`config.mk`:
```
export PLATFORM = sky130hd
export DESIGN_NAME = link_host_if
export DESIGN_NICKNAME = d
export VERILOG_FILES = /design/src/rtl/link_host_pkg.sv /design/src/rtl/tx_shifter.sv /design/src/rtl/link_host_if.sv
export SDC_FILE = /design/constraint.sdc
export NUM_CORES = 1
export LEC_CHECK = 0
export BUFFER_PORTS_ARGS = -buffer_cell sky130_fd_sc_hd__buf_4
export CORE_MARGIN = 5
export CORE_UTILIZATION = 43
export CTS_CLUSTER_SIZE = 24
export DETAILED_ROUTE_END_ITERATION = 16
export PLACE_DENSITY = 0.65
export RECOVER_POWER = 25
export SETUP_SLACK_MARGIN = 0.02
export SLEW_MARGIN = 20
export SYNTH_ARGS = -nofsm -noshare
export SYNTH_HDL_FRONTEND = slang
export SYNTH_SLANG_ARGS = --single-unit
```
`constraint.sdc`:
```
create_clock -name clk_i -period 5.85 [get_ports clk_i]
set_input_delay 1.4625 -clock clk_i [delete_from_list [all_inputs] [get_ports clk_i]]
set_output_delay 1.4625 -clock clk_i [all_outputs]
set_load 0.05 [all_outputs]
```
`src/rtl/link_host_pkg.sv`:
```
// Constants, codes and carrier types of the link host interface
package link_host_pkg;

   // ********************************************************
   // Register map
   // ********************************************************
   localparam logic [7:0] ADDR_CTRL_ONE = 8'h3c;
   localparam logic [7:0] ADDR_CTRL_TWO = 8'h3d;
   localparam logic [7:0] ADDR_VECTOR   = 8'h3e;
   localparam logic [7:0] ADDR_DATA     = 8'h3f;

   // ********************************************************
   // Fields and reset values
   // ********************************************************
   localparam int         IE_BIT       = 0;
   localparam int         WCM_BIT      = 1;
   localparam int         MODE_LSB     = 6;
   localparam int         TX_END_OF_DATA_BIT_BIT     = 0;
   localparam int         VEC_LSB      = 2;
   localparam logic       IE_RST       = 1'b0;
   localparam logic       WCM_RST      = 1'b0;
   localparam logic [7:0] BYTE_RST     = 8'h00;
   localparam logic [7:0] ONES_BYTE    = 8'hff;
   localparam int         EXTRA_ONES   = 2;
   localparam logic       BUS_ACTIVE   = 1'b1;

   // ********************************************************
   // Interrupt source codes, priority rises with the code
   // ********************************************************
   localparam int NUM_SRC = 8;
   typedef enum logic [3:0] {
      SRC_NONE     = 4'h0,
      SRC_EOF      = 4'h1,
      SRC_RX_IFR   = 4'h2,
      SRC_RX_FULL  = 4'h3,
      SRC_TX_EMPTY = 4'h4,
      SRC_ARB_LOSS = 4'h5,
      SRC_CRC      = 4'h6,
      SRC_SYMBOL   = 4'h7,
      SRC_WAKE     = 4'h8
   } src_code_t;

   typedef enum logic [1:0] {
      MODE_RUN     = 2'b00,
      MODE_WAIT    = 2'b01,
      MODE_STOP    = 2'b10,
      MODE_RESTART = 2'b11
   } mode_t;

   // Events from the symbol decoder, same clock
   typedef struct packed {
      logic       byte_valid;
      logic       ifr;
      logic       eof;
      logic       arb_lost;
      logic       crc_err;
      logic       bad_symbol;
      logic [7:0] data;
   } rx_evt_t;

endpackage

```
`src/rtl/tx_shifter.sv`:
```
// Transmit shift register, MSB first, one bit per bit tick
`timescale 1ns/10ps
module tx_shifter #(
   parameter int W = 8
) (
   input  wire logic         clk_i,
   input  wire logic         resetn_i,
   input  wire logic         bit_tick_i,
   input  wire logic         load_i,
   input  wire logic [W-1:0] data_i,
   input  wire logic [3:0]   len_i,
   output logic              busy_o,
   output logic              bit_o,
   output logic              first_o,
   output logic              done_o
);

   if (W < 2 || W > 15) begin : g_bad_width
      $error("tx_shifter: W out of range");
   end

   logic [W-1:0] sr_r;
   logic [3:0]   left_r;
   logic [3:0]   len_r;
   logic         active_r;

   wire tick_on = bit_tick_i & active_r;
   wire emit    = tick_on & (left_r != 4'h0);
   wire finish  = tick_on & (left_r == 4'h0);

   assign busy_o = active_r;

   always_ff @(posedge clk_i or negedge resetn_i) begin
      if (!resetn_i) begin
         sr_r     <= '0;
         left_r   <= 4'h0;
         len_r    <= 4'h0;
         active_r <= 1'b0;
         bit_o    <= 1'b0;
         first_o  <= 1'b0;
         done_o   <= 1'b0;
      end else begin
         first_o <= emit & (left_r == len_r - 4'h1);
         done_o  <= finish;
         if (load_i && !active_r) begin
            sr_r     <= data_i;
            left_r   <= len_i;
            len_r    <= len_i;
            active_r <= 1'b1;
         end else if (emit) begin
            bit_o  <= sr_r[W-1];
            sr_r   <= {sr_r[W-2:0], 1'b0};
            left_r <= left_r - 4'h1;
         end else if (finish) begin
            active_r <= 1'b0;
         end
      end
   end

endmodule // tx_shifter

```
`src/rtl/link_host_if.sv`:
```
// Host side of the byte-level link controller: vector, data buffers, low power
`timescale 1ns/10ps
module link_host_if #(
   parameter int STAB_CYCLES = 64
) (
   input  wire logic                   clk_i,
   input  wire logic                   resetn_i,
   input  wire logic [7:0]             addr_i,
   input  wire logic [7:0]             wdata_i,
   input  wire logic                   wr_i,
   input  wire logic                   rd_i,
   output logic [7:0]                  rdata_o,
   input  wire logic                   cpu_wait_i,
   input  wire logic                   cpu_stop_i,
   input  wire link_host_pkg::rx_evt_t rx_evt_i,
   input  wire logic                   bit_tick_i,
   input  wire logic                   bus_rx_i,
   output logic                        bus_tx_o,
   output logic                        bus_tx_oe_n_o,
   output logic                        irq_o,
   output logic                        wake_nmi_o,
   output logic                        clk_run_o
);

   if (STAB_CYCLES < 1 || STAB_CYCLES > 65535) begin : g_bad_stab
      $error("link_host_if: STAB_CYCLES out of range");
   end

   // ********************************************************
   // Decode helpers
   // ********************************************************
   function automatic link_host_pkg::src_code_t top_code(input logic [8:1] p);
      top_code = link_host_pkg::SRC_NONE;
      for (int i = 1; i <= link_host_pkg::NUM_SRC; i++) begin
         if (p[i]) begin
            top_code = link_host_pkg::src_code_t'(4'(i));
         end
      end
   endfunction

   function automatic logic [8:1] src_bit(input link_host_pkg::src_code_t c);
      src_bit = '0;
      for (int i = 1; i <= link_host_pkg::NUM_SRC; i++) begin
         if (4'(i) == c) begin
            src_bit[i] = 1'b1;
         end
      end
   endfunction

   // ********************************************************
   // State
   // ********************************************************
   logic [8:1]               pend_r;
   logic [8:1]               pend_nxt;
   logic                     arm_rx_r;
   logic                     arm_tx_r;
   logic                     ie_r;
   logic                     wcm_r;
   logic                     tx_end_of_data_bit_r;
   logic [7:0]               tx_shadow_r;
   logic                     shadow_full_r;
   logic                     tx_on_r;
   logic                     ones_phase_r;
   logic [7:0]               rx_shadow_r;
   link_host_pkg::mode_t     mode_r;
   link_host_pkg::mode_t     mode_nxt;
   logic [15:0]              stab_r;
   logic                     frame_idle_r;
   logic                     clean_stop_r;
   logic                     discard_r;
   logic                     pin_s1_r;
   logic                     pin_s2_r;
   logic                     pin_s3_r;
   logic                     sh_busy;
   logic                     sh_bit;
   logic                     sh_first;
   logic                     sh_done;

   // ********************************************************
   // Bus decode
   // ********************************************************
   wire rd_vec  = rd_i & (addr_i == link_host_pkg::ADDR_VECTOR);
   wire rd_data = rd_i & (addr_i == link_host_pkg::ADDR_DATA);
   wire wr_data = wr_i & (addr_i == link_host_pkg::ADDR_DATA);
   wire wr_one  = wr_i & (addr_i == link_host_pkg::ADDR_CTRL_ONE);
   wire wr_two  = wr_i & (addr_i == link_host_pkg::ADDR_CTRL_TWO);
   wire tx_end_of_data_bit_set = wr_two & wdata_i[link_host_pkg::TX_END_OF_DATA_BIT_BIT];

   link_host_pkg::src_code_t cur_code;
   assign cur_code = top_code(pend_r);

   wire cur_rx   = (cur_code == link_host_pkg::SRC_RX_FULL) |
                   (cur_code == link_host_pkg::SRC_RX_IFR);
   wire cur_tx   = (cur_code == link_host_pkg::SRC_TX_EMPTY);
   wire [7:0] vec_val = {2'b00, cur_code, 2'b00};

   // ********************************************************
   // Mode control
   // ********************************************************
   wire running   = (mode_r == link_host_pkg::MODE_RUN);
   wire listening = running | (mode_r == link_host_pkg::MODE_WAIT);
   wire bus_edge  = (pin_s2_r == link_host_pkg::BUS_ACTIVE) &
                    (pin_s3_r != link_host_pkg::BUS_ACTIVE);
   wire good_eof  = rx_evt_i.eof & ~rx_evt_i.crc_err;
   wire go_stop   = cpu_stop_i | (cpu_wait_i & wcm_r);
   wire go_wait   = cpu_wait_i & ~wcm_r & ~cpu_stop_i;
   wire wait_wake = (mode_r == link_host_pkg::MODE_WAIT) & good_eof;
   wire stop_wake = (mode_r == link_host_pkg::MODE_STOP) & bus_edge;
   wire stab_done = (stab_r == 16'h0001);

   always_comb begin
      mode_nxt = mode_r;
      case (mode_r)
         link_host_pkg::MODE_RUN: begin
            if (go_stop) begin
               mode_nxt = link_host_pkg::MODE_STOP;
            end else if (go_wait) begin
               mode_nxt = link_host_pkg::MODE_WAIT;
            end
         end
         link_host_pkg::MODE_WAIT: begin
            if (wait_wake) begin
               mode_nxt = link_host_pkg::MODE_RUN;
            end
         end
         link_host_pkg::MODE_STOP: begin
            if (bus_edge) begin
               mode_nxt = link_host_pkg::MODE_RESTART;
            end
         end
         link_host_pkg::MODE_RESTART: begin
            if (stab_done) begin
               mode_nxt = link_host_pkg::MODE_RUN;
            end
         end
         default: mode_nxt = link_host_pkg::MODE_RUN;
      endcase
   end

   // ********************************************************
   // Receive path
   // ********************************************************
   // Events are lost while the clock is stopped or settling
   wire rx_take = listening & rx_evt_i.byte_valid & ~discard_r;
   wire ev_on   = listening & ~discard_r;

   // ********************************************************
   // Transmit path
   // ********************************************************
   wire sh_load_byte = running & ~sh_busy & ~ones_phase_r & shadow_full_r &
                       (~tx_on_r | ~sh_done);
   wire underrun     = sh_done & tx_on_r & ~ones_phase_r & ~shadow_full_r & ~tx_end_of_data_bit_r;
   wire frame_end    = sh_done & tx_on_r & ~ones_phase_r & ~shadow_full_r & tx_end_of_data_bit_r;
   wire abort_done   = sh_done & ones_phase_r;
   wire sh_load      = sh_load_byte | underrun;
   wire [7:0] sh_data = underrun ? link_host_pkg::ONES_BYTE : tx_shadow_r;
   wire [3:0] sh_len  = underrun ? 4'(link_host_pkg::EXTRA_ONES) : 4'd8;

   tx_shifter #(
      .W (8)
   ) u_tx_shifter (
      .clk_i      (clk_i),
      .resetn_i   (resetn_i),
      .bit_tick_i (bit_tick_i),
      .load_i     (sh_load),
      .data_i     (sh_data),
      .len_i      (sh_len),
      .busy_o     (sh_busy),
      .bit_o      (sh_bit),
      .first_o    (sh_first),
      .done_o     (sh_done)
   );

   // ********************************************************
   // Pending sources: set wins over clear
   // ********************************************************
   wire [8:1] set_vec =
      ({8{ev_on & good_eof}}                        & src_bit(link_host_pkg::SRC_EOF))      |
      ({8{rx_take & rx_evt_i.ifr}}                  & src_bit(link_host_pkg::SRC_RX_IFR))   |
      ({8{rx_take & ~rx_evt_i.ifr}}                 & src_bit(link_host_pkg::SRC_RX_FULL))  |
      ({8{sh_first & ~ones_phase_r}}                & src_bit(link_host_pkg::SRC_TX_EMPTY)) |
      ({8{ev_on & rx_evt_i.arb_lost}}               & src_bit(link_host_pkg::SRC_ARB_LOSS)) |
      ({8{ev_on & rx_evt_i.crc_err}}                & src_bit(link_host_pkg::SRC_CRC))      |
      ({8{(ev_on & rx_evt_i.bad_symbol) | abort_done}} & src_bit(link_host_pkg::SRC_SYMBOL)) |
      ({8{wait_wake | stop_wake}}                   & src_bit(link_host_pkg::SRC_WAKE));

   wire [8:1] clr_vec =
      ({8{rd_vec & ~cur_rx & ~cur_tx}} & src_bit(cur_code))                    |
      ({8{rd_data & arm_rx_r}} & (src_bit(link_host_pkg::SRC_RX_FULL) |
                                  src_bit(link_host_pkg::SRC_RX_IFR)))         |
      ({8{(wr_data & arm_tx_r) | tx_end_of_data_bit_set}} & src_bit(link_host_pkg::SRC_TX_EMPTY));

   assign pend_nxt = (pend_r & ~clr_vec) | set_vec;

   // ********************************************************
   // Registers
   // ********************************************************
   always_ff @(posedge clk_i or negedge resetn_i) begin
      if (!resetn_i) begin
         pend_r   <= '0;
         arm_rx_r <= 1'b0;
         arm_tx_r <= 1'b0;
      end else begin
         pend_r <= pend_nxt;
         if (rd_data) begin
            arm_rx_r <= 1'b0;
         end else if (rd_vec && cur_rx) begin
            arm_rx_r <= 1'b1;
         end
         if (wr_data || tx_end_of_data_bit_set) begin
            arm_tx_r <= 1'b0;
         end else if (rd_vec && cur_tx) begin
            arm_tx_r <= 1'b1;
         end
      end
   end

   always_ff @(posedge clk_i or negedge resetn_i) begin
      if (!resetn_i) begin
         ie_r   <= link_host_pkg::IE_RST;
         wcm_r  <= link_host_pkg::WCM_RST;
      end else if (wr_one) begin
         ie_r  <= wdata_i[link_host_pkg::IE_BIT];
         wcm_r <= wdata_i[link_host_pkg::WCM_BIT];
      end
   end

   always_ff @(posedge clk_i or negedge resetn_i) begin
      if (!resetn_i) begin
         tx_shadow_r   <= link_host_pkg::BYTE_RST;
         shadow_full_r <= 1'b0;
         tx_on_r       <= 1'b0;
         ones_phase_r  <= 1'b0;
         tx_end_of_data_bit_r        <= 1'b0;
      end else begin
         if (wr_data) begin
            tx_shadow_r   <= wdata_i;
            shadow_full_r <= 1'b1;
         end else if (sh_load_byte) begin
            shadow_full_r <= 1'b0;
         end
         if (sh_load_byte) begin
            tx_on_r <= 1'b1;
         end else if (frame_end || abort_done) begin
            tx_on_r <= 1'b0;
         end
         if (underrun) begin
            ones_phase_r <= 1'b1;
         end else if (abort_done) begin
            ones_phase_r <= 1'b0;
         end
         if (tx_end_of_data_bit_set) begin
            tx_end_of_data_bit_r <= 1'b1;
         end else if (frame_end) begin
            tx_end_of_data_bit_r <= 1'b0;
         end
      end
   end

   always_ff @(posedge clk_i or negedge resetn_i) begin
      if (!resetn_i) begin
         rx_shadow_r <= link_host_pkg::BYTE_RST;
      end else if (rx_take) begin
         rx_shadow_r <= rx_evt_i.data;
      end
   end

   // Pin crosses into the clock domain before the edge detector
   always_ff @(posedge clk_i or negedge resetn_i) begin
      if (!resetn_i) begin
         pin_s1_r <= ~link_host_pkg::BUS_ACTIVE;
         pin_s2_r <= ~link_host_pkg::BUS_ACTIVE;
         pin_s3_r <= ~link_host_pkg::BUS_ACTIVE;
      end else begin
         pin_s1_r <= bus_rx_i;
         pin_s2_r <= pin_s1_r;
         pin_s3_r <= pin_s2_r;
      end
   end

   always_ff @(posedge clk_i or negedge resetn_i) begin
      if (!resetn_i) begin
         mode_r       <= link_host_pkg::MODE_RUN;
         stab_r       <= 16'h0000;
         frame_idle_r <= 1'b1;
         clean_stop_r <= 1'b0;
         discard_r    <= 1'b0;
         wake_nmi_o   <= 1'b0;
      end else begin
         mode_r     <= mode_nxt;
         wake_nmi_o <= stop_wake;
         if (stop_wake) begin
            stab_r <= 16'(STAB_CYCLES);
         end else if (stab_r != 16'h0000) begin
            stab_r <= stab_r - 16'h0001;
         end
         if (rx_evt_i.eof) begin
            frame_idle_r <= 1'b1;
         end else if (rx_evt_i.byte_valid) begin
            frame_idle_r <= 1'b0;
         end
         if (running && go_stop) begin
            clean_stop_r <= cpu_wait_i & ~cpu_stop_i & frame_idle_r;
         end
         // Only a stop from a wait at frame idle keeps the waking byte
         if (stop_wake) begin
            discard_r <= ~clean_stop_r;
         end else if (listening && rx_evt_i.eof) begin
            discard_r <= 1'b0;
         end
      end
   end

   // ********************************************************
   // Outputs
   // ********************************************************
   always_ff @(posedge clk_i or negedge resetn_i) begin
      if (!resetn_i) begin
         rdata_o       <= 8'h00;
         bus_tx_o      <= 1'b0;
         bus_tx_oe_n_o <= 1'b1;
      end else begin
         bus_tx_o      <= sh_bit;
         bus_tx_oe_n_o <= ~(sh_busy & running);
         if (rd_vec) begin
            rdata_o <= vec_val;
         end else if (rd_data) begin
            rdata_o <= rx_shadow_r;
         end else if (rd_i && addr_i == link_host_pkg::ADDR_CTRL_ONE) begin
            rdata_o <= {mode_r, 4'h0, wcm_r, ie_r};
         end else if (rd_i && addr_i == link_host_pkg::ADDR_CTRL_TWO) begin
            rdata_o <= {7'h00, tx_end_of_data_bit_r};
         end else begin
            rdata_o <= 8'h00;
         end
      end
   end

   assign irq_o     = ie_r & (pend_r != '0);
   assign clk_run_o = (mode_r != link_host_pkg::MODE_STOP);

endmodule // link_host_if

```
==> metrics list, run 1 <==
* Final Hold Violating Endpoints: 0
- The first global-routing pass estimated around 14,000 µm of wire.
- In this run the deepest clock path goes through 2 buffers.
- Final Non-Filler Cells: 530
* Final setup violation count: 0
- The worst setup path is captured at a primary output.
- Average cell area after synthesis: 10.47 µm²
- Top layer used by detailed routing: met4
- Number of maximum-capacitance violations: 0
- Summing over every cut layer, the via total after detailed routing is 2,978.
- Design area: between 4000 and 5000 µm²
- Of all nets on the critical path, the largest fanout is 7.
- The clock tree synthesis step divided the H-tree into 3 levels.
- Total instance count after detailed placement: slightly above 500
- In the final layout, the multi-input gates occupy 1615 µm².
* Class of the tightest hold or removal check: reg2reg
- Of the total synthesized cell area, the portion taken by AND, OR, NAND and NOR gates is slightly above 20%.
- Top Ports: 51
- Grouping stages by cell kind, the critical path spends the most delay in simple AND/OR/NAND/NOR gates.
- The synthesized netlist contains 58 unique library cells.
- Combinational Power Share: 29.0%
- After the last flow step, the layout net total stands at between 400 and 500.
* Worst setup path endpoint: irq_o
- After detailed routing, the met2 layer carries 3904 µm of wire.
- For this run, the total global-route usage over all layers was measured as 15.44%.
- Wire length reported by the detailed router: just over 8000 µm
- Leakage: around 2 nW
- Longest individual stage delay on the worst path: 450 ps
- Reg2Reg Setup Slack: 3670 ps
* Maximum operating frequency: 0.3023 GHz
- Worst-Margin Slew: around 850 ps
- Number of global-route vias before repair: 2,882
- Mapped cell area: approximately 3800 µm²
- P per Cell Area: 424.7 nW/µm²
* Post-CTS Hold Fix Bufs: 0
* Detailed-route vias per instance: roughly 5.6
* Critical path class: reg2out
- Number of storage elements in the synthesis netlist: 85
- Main combinational cell family by area after synthesis: simple AND/OR/NAND/NOR gates
- Worst clock skew: between 10 and 15 ps
- In this run the remaining antenna-violating nets after routing total 0.
* Total Die Area: 10,930 µm²
* Core Region: just under 9000 µm²
- Origin of the worst setup path: pend_r[7]
- Clock tree from TritonCTS: done
* Final core utilization: between 50% and 60%
* Reg-to-Reg End: stab_r[9]
* Critical-path top delay cell: sky130_fd_sc_hd__dfrtp_1
* Worst EP arrival: between 1500 and 2000 ps
- In the finished design, the share of the clock period the worst path needs comes to 56.55%.
- M1 wire length: 3876 µm
- Critical path depth: 4
- Mux cell area share after synthesis: 6.087%
- Walking the worst path, the cells encountered are nor4_1 -> nand2_1 -> o31a_1 -> buf_4.
* Die Wd: 104.5 µm
- Pin count of the biggest net entering global routing: 86
- CP Buf/Inv Count: 1
- After filler insertion, the fill cell instance count of the layout stands at 806.
* Clock period minus final worst setup slack: ~3300 ps
* Final sum of negative setup slack: 0 ps
- The synthesized netlist devotes 0.6836% of its cell area to XOR and XNOR gates.
- Mapped Cells: approximately 370
* Dominant cell by count in the synthesized netlist: sky130_fd_sc_hd__dfrtp_1
- Net count after synthesis: 408
- The internal power of the cells totals 1.225 mW.
- Primary flip-flop cell chosen by synthesis mapping: sky130_fd_sc_hd__dfrtp_1
- Setup repair after global routing left no endpoint under its margin.
- For this configuration, the core starts out at a cell density of 44.07%.
- The design draws 1.915 mW.
* Ranking of synthesized cells by instance count: 83 x sky130_fd_sc_hd__dfrtp_1, 48 x sky130_fd_sc_hd__nand2_1, 33 x sky130_fd_sc_hd__nor2_1, 18 x sky130_fd_sc_hd__mux2_2, 16 x sky130_fd_sc_hd__a21oi_1
* Asr flop ratio synth: 100.0%
* Clk Tree Root Cell: sky130_fd_sc_hd__clkbuf_8
- The initial antenna violation count came to 0.
- From synthesis to final layout, the design area changed by 17.32%.
- DRC viols: 0
* Port Buffer Count: 50
- Routability-driven placement finished with a final weighted congestion of just under 0.8.
* Sequential element share of the synthesized area: 55.40%
- Vertical extent of the die: 104.5 µm
- R2R cell count: 4
- The synthesized design contains 0 enable-type register cells.
* Synth Area in Compound Gates: 13.87%
* Number of design-rule violations left by the first detailed-router iteration: 88
* Largest cells by area after synthesis: sky130_fd_sc_hd__dfrtp_1 54%, sky130_fd_sc_hd__mux2_2 5.3%, sky130_fd_sc_hd__nand2_1 4.7%, sky130_fd_sc_hd__nor2_1 3.2%, sky130_fd_sc_hd__a21oi_1 2.1%
- The worst register-to-register path begins at mode_r[1].
- Antenna fix cells: 0
- Final Max Slew Viols: 0
* Clock-pin slew reported for the worst setup and hold paths after clock tree synthesis: 80 ps
- Ratio of cells with drive above 1 in the final layout: 21.33%
- The worst setup path is launched from a flip-flop.
* Total cell area at the placement stage: 4312 µm²
- Sequential cells account for 49.1% of the total power.
* Synth area leader: sky130_fd_sc_hd__dfrtp_1
- Net switching is a little over a third of the power.
- Share of Yosys cell area claimed by the top area cell type: 54.04%
* Num Clock Sinks: 85
- Detailed placement ended at an HPWL of 5895 µm.
- Run status: complete, no violations
- Later-pin clock latency in the skew report: 350 ps
- Number of iterations in the first detailed-routing pass: 6
- Area taken by flip-flops and latches: about 2100 µm²
- The worst-case IR drop observed on VDD is approximately 220 µV.
- Met3 layer wire length in the routed design: about 360 µm
- For this design the total switching power over the nets is 0.6899 mW.
- For the worst setup path, the data required time is around 4400 ps.
* Synthesis Warnings: 0
- Clock group share of total power: between 20% and 30%
- Total CTS buffers: 9
* Std cell rows: 34
- Hold Path Stages: 0
* Count of cells resized by post-cts repair: 0
- Of the total synthesized cell area, the portion taken by full adders, half adders and majority gates is 0.9766%.
- Summed over all layers, the global routing overflow is 0.
- Post-CTS timing repair inserted 0 buffers for setup.
- Headroom to the max-slew limit: 43.39%
- Mean routed wirelength per cell: 15.60 µm
==> routing by layer <==
metal  GRT usage (%)  vias to the layer above
li1                -                     1433
met1           21.46                     1469
met2           23.48                       65
met3           3.637                       11
met4           6.013                        0
met5               0                        -
==> cell families (layout without fill, tap and decap cells) <==
| kind of cell | count (synthesis) | count (layout) |
|---|---|---|
| muxes | 21 | 21 |
| buffers and inverters | 26 | 81 |
| AOI/OAI and AO/OA | 79 | 79 |
| adders and majority gates | 3 | 3 |
| DFF | 85 | 85 |
| xor gates and xnor gates | 3 | 3 |
| and+or+nand+nor | 150 | 150 |
==> registers in the layout, summed over array words and instances, names as in the netlist, 2 cells and up <==
| signal | cells |
|---|---|
| stab_r | 16 |
| pend_r | 8 |
| rdata_o | 8 |
| rx_shadow_r | 8 |
| tx_shadow_r | 8 |
| u_tx_shifter.sr_r | 8 |
| u_tx_shifter.left_r | 4 |
| mode_r | 2 |
| u_tx_shifter.len_r | 2 |
==> area by class of cell <==
cell class,count,area share (%)
tap,108,2.997
timing repair buffer,50,8.241
clock buffer,11,3.135
clock inverter,5,1.332
multi-input combinational,256,35.82
inverter,15,1.249
sequential,85,47.23
==> worst min path at each step <==
stage                                  start  endpoint  slack (ps)
after floorplan                     pin_s1_r  pin_s2_r         330
after detailed placement  u_tx_shifter.bit_o  bus_tx_o         360
after global placement    u_tx_shifter.bit_o  bus_tx_o         360
final                               pin_s2_r  pin_s3_r         390
after global routing                pin_s1_r  pin_s2_r         390
after CTS                           pin_s1_r  pin_s2_r         380
==> stage by stage <==
step	hold WS (ps)	worst slack [ps]
floorplan	331.2	2947
global route	388.5	2356
global placement	361.4	2679
detailed placement	364.5	2629
CTS	384.5	2525
finish	386.3	2542
==> power by group through the flow <==
stage | clock, mW | combinational (mW) | sequential (mW)
global route | 0.455 | 0.626 | 0.969
detailed placement | 0 | 0.562 | 0.949
floorplan | 0 | 0.435 | 0.906
global placement | 0 | 0.541 | 0.941
finish | 0.419 | 0.556 | 0.940
CTS | 0.431 | 0.563 | 0.939
==> layout by cell type, fill, tap and decap left out, types with 3 or more instances in the layout <==
master                     instances
sky130_fd_sc_hd__nor4_1            6
sky130_fd_sc_hd__nand2_1          48
sky130_fd_sc_hd__ha_1              3
sky130_fd_sc_hd__mux2_2           18
sky130_fd_sc_hd__buf_4            45
sky130_fd_sc_hd__inv_1            15
sky130_fd_sc_hd__nand2b_1          8
sky130_fd_sc_hd__nor2_1           33
sky130_fd_sc_hd__nor4b_1           3
sky130_fd_sc_hd__o21ai_0          15
sky130_fd_sc_hd__o31ai_1           8
sky130_fd_sc_hd__clkbuf_8         10
sky130_fd_sc_hd__a21oi_1          16
sky130_fd_sc_hd__nor3_1            7
sky130_fd_sc_hd__and4_1            3
sky130_fd_sc_hd__nand4_1           3
sky130_fd_sc_hd__clkbuf_1          3
sky130_fd_sc_hd__nor3b_1           4
sky130_fd_sc_hd__or3_1             6
sky130_fd_sc_hd__o31a_1            3
sky130_fd_sc_hd__nand3_1           6
sky130_fd_sc_hd__a22oi_1           5
sky130_fd_sc_hd__dfrtp_1          83
sky130_fd_sc_hd__a31oi_1           7
sky130_fd_sc_hd__a211oi_1          3
sky130_fd_sc_hd__or4_1             6
Note: power is estimated with default switching activity, not from simulation.
==> run 2: changes to the inputs <==
--- a/config.mk
+++ b/config.mk
@@ -10,7 +10,7 @@
 export CORE_UTILIZATION = 43
 export CTS_CLUSTER_SIZE = 24
 export DETAILED_ROUTE_END_ITERATION = 16
-export PLACE_DENSITY = 0.65
+export PLACE_DENSITY = 0.68
 export RECOVER_POWER = 25
 export SETUP_SLACK_MARGIN = 0.02
 export SLEW_MARGIN = 20
==> constraint.sdc (replaced) <==
create_clock -name clk_i -period 3 [get_ports clk_i]
set_input_delay 0.75 -clock clk_i [delete_from_list [all_inputs] [get_ports clk_i]]
set_output_delay 0.75 -clock clk_i [all_outputs]
set_load 0.05 [all_outputs]
==> metrics list, run 2 (same netlist as run 1, synthesis figures left out) <==
- The minimum setup slack after placement was 489.6 ps (was 2629 ps).
* Peak supply drop: 279.5 µV (was 220.8 µV)
- The clock latency reported for the late side of the worst-skew pair is 340 ps (was 350 ps).
* Port Buffer Count: 50 (unchanged)
- The number of standard cells in the layout, taps in and fillers out came to 532 (was 530).
- The mean number of vias per cell is 5.566 (was 5.619).
- Final Wtd Congestion: 0.8011 (was 0.7850)
- Total CTS buffers: 9 (unchanged)
- Worst-case setup margin in the final layout: 390.2 ps (was 2542 ps)
- The relative area change from synthesis to final layout came to 18.55% (was 17.32%).
- The delay of the slowest cell on the worst path was 470 ps (was 450 ps).
- Counting I/O delays and the setup requirement, the final critical path takes between 2000 and 3000 ps.
* Maximum clock insertion buffer count: 2 (unchanged)
* Critical path class: reg2out (unchanged)
* Headroom to the max-slew limit: 28.62% (was 43.39%)
* Maximum operating frequency: 0.3832 GHz
- Endpoint required time on the critical path: 2250 ps (was 4390 ps)
* Remaining global-route overflow: 0 (unchanged)
- Post-route ant nets: 0 (unchanged)
- The number of clock sinks seen by CTS is 85 (unchanged).
- Class of the tightest hold or removal check: reg2reg (unchanged)
- The total negative slack for setup checks is 0 ps (unchanged).
* Final core utilization: 52.25% (was 51.71%)
- The number of placed instances, taps included came to 517 (was 514).
- Std cell rows: 34 (unchanged)
- Wire length reported by the detailed router: 8385 µm (was 8270 µm)
* Worst EP arrival: 1860 ps (was 1850 ps)
- CP Launch Type: flip-flop (unchanged)
- Vertical extent of the die: 104.5 µm (unchanged)
* Overall via count from detail_route: 2,961 (was 2,978)
* Top library cells by usage in the layout, fill and taps aside: 83 x sky130_fd_sc_hd__dfrtp_1, 49 x sky130_fd_sc_hd__buf_4, 48 x sky130_fd_sc_hd__nand2_1, 33 x sky130_fd_sc_hd__nor2_1, 18 x sky130_fd_sc_hd__mux2_2 (was 83 x sky130_fd_sc_hd__dfrtp_1, 48 x sky130_fd_sc_hd__nand2_1, 45 x sky130_fd_sc_hd__buf_4, 33 x sky130_fd_sc_hd__nor2_1, 18 x sky130_fd_sc_hd__mux2_2)
* Final setup violation count: 0 (unchanged)
- Hold WS: 370.5 ps (was 386.3 ps)
- The worst path uses 86.99% of the clock period.
- Ratio of cells with drive above 1 in the final layout: 22.41% (was 21.33%)
- The x dimension of the die was 104.5 µm (unchanged).
- The critical path endpoint category is a primary output (unchanged).
* Count of cells resized by post-cts repair: 0 (unchanged)
- Most common cell after layout, fill and taps aside: sky130_fd_sc_hd__dfrtp_1 (unchanged)
- Deepest level of the CTS H-tree: 3 (unchanged)
- Core Region: 8721 µm² (unchanged)
- Design area: 4557 µm² (was 4509 µm²)
- Net count reported at finish: 461 (was 458)
- Maximum fanout encountered on the critical timing path: 7 (unchanged)
* Post-CTS Hold Fix Bufs: 0 (unchanged)
- The initial antenna violation count is 0 (unchanged).
* Total of fill cells in the finished design: 786 (was 806)
- Run status: complete, no violations (unchanged).
* DRC viols: 0 (unchanged)
- Clock-pin slew reported for the worst setup and hold paths after clock tree synthesis: 80 ps (about the same)
- Worst clock skew: 8.921 ps (was 12.17 ps)
- The number of global-route vias before repair is 2,962 (was 2,882).
* CP Buf/Inv Count: 1 (unchanged)
* First-pass GRT wire length: 14,360 µm (was 14,010 µm)
- The post-layout total power was 3.804 mW (was 1.915 mW).
* Total cell area at the placement stage: 4347 µm² (was 4312 µm²)
* Flip-flop count of the largest register, all copies and words added: 16 (unchanged)
- The number of violations of the max-capacitance limit is 0 (unchanged).
- The transition time at the pin with the least slew margin was 1071 ps (was 846.1 ps).
- Number of post-CTS setup repair buffers: 0 (unchanged)
- Top delay family on crit path: simple AND/OR/NAND/NOR gates (unchanged)
* Number of iterations in the first detailed-routing pass: 4 (was 6)
- The CTS tree is done (unchanged).
- Final Hold Violating Endpoints: 0 (unchanged)
- Leakage: 2.066 nW (was 2.030 nW)
- Setup repair after global routing missed its margin: false (unchanged).
- Worst-path cell chain: nor4_1 -> nand2_1 -> o31a_1 -> buf_4 (unchanged)
- Critical-path top delay cell: sky130_fd_sc_hd__nor4_1 (was sky130_fd_sc_hd__dfrtp_1)
* Number of design-rule violations left by the first detailed-router iteration: 103 (was 88)
- The clock root buffer master is sky130_fd_sc_hd__clkbuf_8 (unchanged).
- Final Max Slew Viols: 0 (unchanged)
- The total half-perimeter wirelength after legalization and detailed placement was 6027 µm (was 5895 µm).
- The number of top-level pins was 51 (unchanged).
* Register with the most flip-flops: stab_r (unchanged)
- Total Die Area: 10,930 µm² (unchanged)
* Starting utilization of the core area: 44.07% (unchanged)
* Mean routed wirelength per cell: 15.76 µm (was 15.60 µm)
- The power per unit of standard cell area came to 834.8 nW/µm² (was 424.7 nW/µm²).
- Pin count of the biggest net entering global routing: 45 (was 86)
- The number of inserted diodes came to 0 (unchanged).
- GRT Total Usage: 15.79% (was 15.44%)
==> run 2: final cells by class <==
cell class | instances | area [µm²] | share of cell area (%)
clock inverters | 5 | 75.07 | 1.647
well taps | 108 | 135.1 | 2.965
flip-flops and latches | 85 | 2130 | 46.73
inverters | 15 | 56.30 | 1.236
multi-input cells | 256 | 1615 | 35.45
clock buffers | 10 | 137.6 | 3.020
repair buffers | 53 | 407.9 | 8.951
==> run 2: metal layers <==
metal,global-route usage [%],share of wire (%),vias up
li1,-,-,1437
met1,21.58,46,1452
met2,24.43,47,65
met3,4.624,5.7,7
met4,4.718,0.88,0
met5,0,0,-
==> run 2: where the power goes <==
group / switching [mW] / total, mW / internal, mW
clock: 0.387 / 0.870 / 0.483
sequential: 0.352 / 1.83 / 1.48
combinational: 0.589 / 1.10 / 0.511
total: 1.33 / 3.80 / 2.48
==> run 2: path summary, 6_finish.rpt <==
kind                           start              to  slack, ps  depth (start not counted)
setup / recovery           pend_r[7]           irq_o        390                          4
min in group asynchronous   resetn_i  rx_shadow_r[2]        590                          1
hold reg to reg             pin_s1_r        pin_s2_r        370                          0
hold / removal              pin_s1_r        pin_s2_r        370                          0
setup reg to reg           stab_r[0]      stab_r[13]        870                          4
max in group asynchronous   resetn_i  tx_shadow_r[0]       1610                          2
==> run 3: changes to the inputs <==
--- a/config.mk
+++ b/config.mk
@@ -6,11 +6,13 @@
 export NUM_CORES = 1
 export LEC_CHECK = 0
 export BUFFER_PORTS_ARGS = -buffer_cell sky130_fd_sc_hd__buf_4
-export CORE_MARGIN = 5
-export CORE_UTILIZATION = 43
+export CELL_PAD_IN_SITES_DETAIL_PLACEMENT = 0
+export CELL_PAD_IN_SITES_GLOBAL_PLACEMENT = 1
+export CORE_MARGIN = 1
+export CORE_UTILIZATION = 40
 export CTS_CLUSTER_SIZE = 24
 export DETAILED_ROUTE_END_ITERATION = 16
-export PLACE_DENSITY = 0.68
+export PLACE_DENSITY = 0.78
 export RECOVER_POWER = 25
 export SETUP_SLACK_MARGIN = 0.02
 export SLEW_MARGIN = 20
==> metrics list, run 3 (same netlist as run 1, synthesis figures left out) <==
- Run status: finished, violations left (was complete, no violations).
- Violations in the final reports: capacitance limit, slew limit
* P per Cell Area: 833.9 nW/µm² (was 834.8 nW/µm²)
* Total Die Area: 10,010 µm² (was 10,930 µm²)
- Overall via count from detail_route: 2,962 (was 2,961)
* Register with the most flip-flops: stab_r (unchanged)
* Longest individual stage delay on the worst path: 450 ps (was 470 ps)
* R2R Path Start: stab_r[0] (unchanged)
- Detailed-route vias per instance: 5.337 (was 5.566)
* Mean routed wirelength per cell: 14.83 µm (was 15.76 µm)
* Worst clock skew: 13.76 ps (was 8.921 ps)
- Worst-Margin Slew: 2086 ps (was 1071 ps)
- Later-pin clock latency in the skew report: 360 ps (was 340 ps)
* Remaining global-route overflow: 0 (unchanged)
- Maximum clock insertion buffer count: 2 (unchanged)
- The maximum number of pins on one net before global-route repair was 49 (was 45).
- Num Clock Sinks: 85 (unchanged)
- Post-detail-place hpwl: 5821 µm (was 6027 µm)
- Sw Share: 35.65% (was 34.94%)
* Final Hold Violating Endpoints: 0 (unchanged)
* Clock period minus final worst setup slack: 2565 ps (was 2610 ps)
- Peak supply drop: 329.4 µV (was 279.5 µV)
- Area taken by flip-flops and latches: 2130 µm² (unchanged)
- The part of the power in combinational logic came to 28.8% (was 28.9%).
- The count of instances resized after the clock tree is built came to 0 (unchanged).
* Top Ports: 51 (unchanged)
* Final sum of negative setup slack: 0 ps (unchanged)
* Worst EP arrival: 1810 ps (was 1860 ps)
* Maximum fanout encountered on the critical timing path: 7 (unchanged)
- Clock-pin slew reported for the worst setup and hold paths after clock tree synthesis: 80 ps (about the same)
- Net count reported at finish: 462 (was 461)
* Std cell rows: 35 (was 34)
- The x dimension of the die is 100.0 µm (was 104.5 µm).
- Critical path depth: 4 (unchanged)
* Total of fill cells in the finished design: 882 (was 786)
- Post-CTS Hold Fix Bufs: 0 (unchanged)
- Number of global-route vias before repair: 2,890 (was 2,962)
* Hold Path Stages: 0 (unchanged)
- The max-slew headroom at the worst pin came to -39.06% (was 28.62%).
- The critical path endpoint category was a primary output (unchanged).
- Endpoint required time on the critical path: 2250 ps (about the same)
- The total routing usage reported by global routing was 17.49% (was 15.79%).
- Area used by multi-input combinational logic: 1615 µm² (unchanged)
- Top library cells by usage in the layout, fill and taps aside: 83 x sky130_fd_sc_hd__dfrtp_1, 50 x sky130_fd_sc_hd__buf_4, 48 x sky130_fd_sc_hd__nand2_1, 33 x sky130_fd_sc_hd__nor2_1, 18 x sky130_fd_sc_hd__mux2_2 (was 83 x sky130_fd_sc_hd__dfrtp_1, 49 x sky130_fd_sc_hd__buf_4, 48 x sky130_fd_sc_hd__nand2_1, 33 x sky130_fd_sc_hd__nor2_1, 18 x sky130_fd_sc_hd__mux2_2)
- The area of the core was 9284 µm² (was 8721 µm²).
* Flip-flop count of the largest register, all copies and words added: 16 (unchanged)
* Maximum operating frequency: 0.3899 GHz (was 0.3832 GHz)
* Total CTS buffers: 9 (unchanged)
* First-pass GRT wire length: 13,630 µm (was 14,360 µm)
- Hold worst-path end: pin_s2_r (unchanged)
- The initial antenna violation count was 0 (unchanged).
- The number of standard cells in the layout, taps in and fillers out is 555 (was 532).
- R2R cell count: 4 (unchanged)
* Final period utilization: 85.49% (was 86.99%)
* Clock tree from TritonCTS: done (unchanged)
- The initial core utilization came to 41.40% (was 44.07%).
- CP Launch Type: flip-flop (unchanged)
- The sequential cell fraction of total power came to 47.9% (was 48.2%).
* Final setup violation count: 0 (unchanged)
* Reg-to-Reg End: stab_r[13] (unchanged)
* CP Buf/Inv Count: 1 (unchanged)
- Worst-path cell chain: nor4_1 -> nand2_1 -> o31a_1 -> buf_4 (unchanged).
- The die extent in y is 100.0 µm (was 104.5 µm).
* Setup repair after global routing missed its margin: false (unchanged)
* Ratio of cells with drive above 1 in the final layout: 22.30% (was 22.41%)
- The launch point of the worst hold path was pin_s1_r (unchanged).
- Internal portion of total power: 2.464 mW (was 2.475 mW)
- Number of iterations in the first detailed-routing pass: 4 (unchanged)
- Total instance count after detailed placement: 539 (was 517)
* Final Wtd Congestion: 0.7944 (was 0.8011)
- Net switching power of the design: 1.365 mW (was 1.329 mW)
* Number of post-CTS setup repair buffers: 0 (unchanged)
* Final Max Slew Viols: 38 (was 0)
- The number of inserted diodes was 0 (unchanged).
* Number of maximum-capacitance violations: 1 (was 0)
- Synth-to-Final Area Change: 19.43% (was 18.55%)
* Most common cell after layout, fill and taps aside: sky130_fd_sc_hd__dfrtp_1 (unchanged)
* Reg2Reg Setup Slack: 870 ps (about the same)
- Critical path class: reg2out (unchanged)
* Deepest level of the CTS H-tree: 3 (unchanged)
- The classification of the worst-slack hold path is reg2reg (unchanged).
- The initial DRC count is 120 (was 103).
- The number of nets still failing antenna checks after routing is 0 (unchanged).
- The detailed-route wire length was 8232 µm (was 8385 µm).
- The leakage power was 2.063 nW (was 2.066 nW).
- The cell at the slowest stage of the critical path was sky130_fd_sc_hd__dfrtp_1 (was sky130_fd_sc_hd__nor4_1).
- The worst hold-check slack is 372.3 ps (was 370.5 ps).
- The proportion of power drawn by the clock network was 23.2% (was 22.9%).
- The clock root buffer master was sky130_fd_sc_hd__clkbuf_8 (unchanged).
* Top delay family on crit path: simple AND/OR/NAND/NOR gates (unchanged)
- The number of port buffers was 50 (unchanged).
- DRC viols: 0 (unchanged)
## run 3: metal layers
metal / global-route usage, % / share of wire [%] / wire length (µm) / up-vias
li1: - / - / - / 1449
met4: 6.577 / 1.4 / 119 / 0
met5: 0 / 0 / 0 / -
met2: 28.06 / 46 / 3806 / 58
met1: 23.62 / 48 / 3979 / 1445
met3: 3.412 / 4.0 / 327 / 10
## run 3: worst max path at each step
stage / start / to / slack (ps)
2_1_floorplan: addr_i[7] / tx_shadow_r[7] / 810
3_3_place_gp: addr_i[7] / tx_shadow_r[7] / 560
3_5_place_dp: addr_i[7] / tx_shadow_r[7] / 520
4_1_cts: pend_r[7] / irq_o / 400
5_1_grt: pend_r[7] / irq_o / 270
6_report: pend_r[7] / irq_o / 440
## run 3: worst register-to-register path: stages (launching register included)
cell and delay [ps]:
sky130_fd_sc_hd__dfrtp_1 430, sky130_fd_sc_hd__or4_1 710, sky130_fd_sc_hd__or3_1 380, sky130_fd_sc_hd__or4_1 470, sky130_fd_sc_hd__nand2_1 80
## run 3: area by class of cell
class                   count  share of cell area [%]
inverters                  15                   1.226
clock inverters             6                   1.881
well taps                 129                   3.516
repair buffers             54                   9.022
multi-input cells         256                   35.19
clock buffers              10                   2.780
flip-flops and latches     85                   46.39
## run 3: power groups by stage
stage | Sequential [mW] | Clock [mW] | Combinational [mW]
CTS | 1.83 | 0.912 | 1.11
global route | 1.90 | 0.962 | 1.25
global placement | 1.84 | 0 | 1.08
detailed placement | 1.85 | 0 | 1.11
floorplan | 1.77 | 0 | 0.849
finish | 1.83 | 0.890 | 1.10
## run 3: stage by stage
step	total power [mW]	worst slack, ps	util [%]	instance area, µm²
final	3.828	435.2	49.45	4591
after global routing	4.105	266.4	49.45	4591
after CTS	3.857	401.7	49.49	4594
after detailed placement	2.961	515.9	47.18	4380
after global placement	2.918	563.7	47.18	4380
after floorplan	2.616	809.5	-	3844
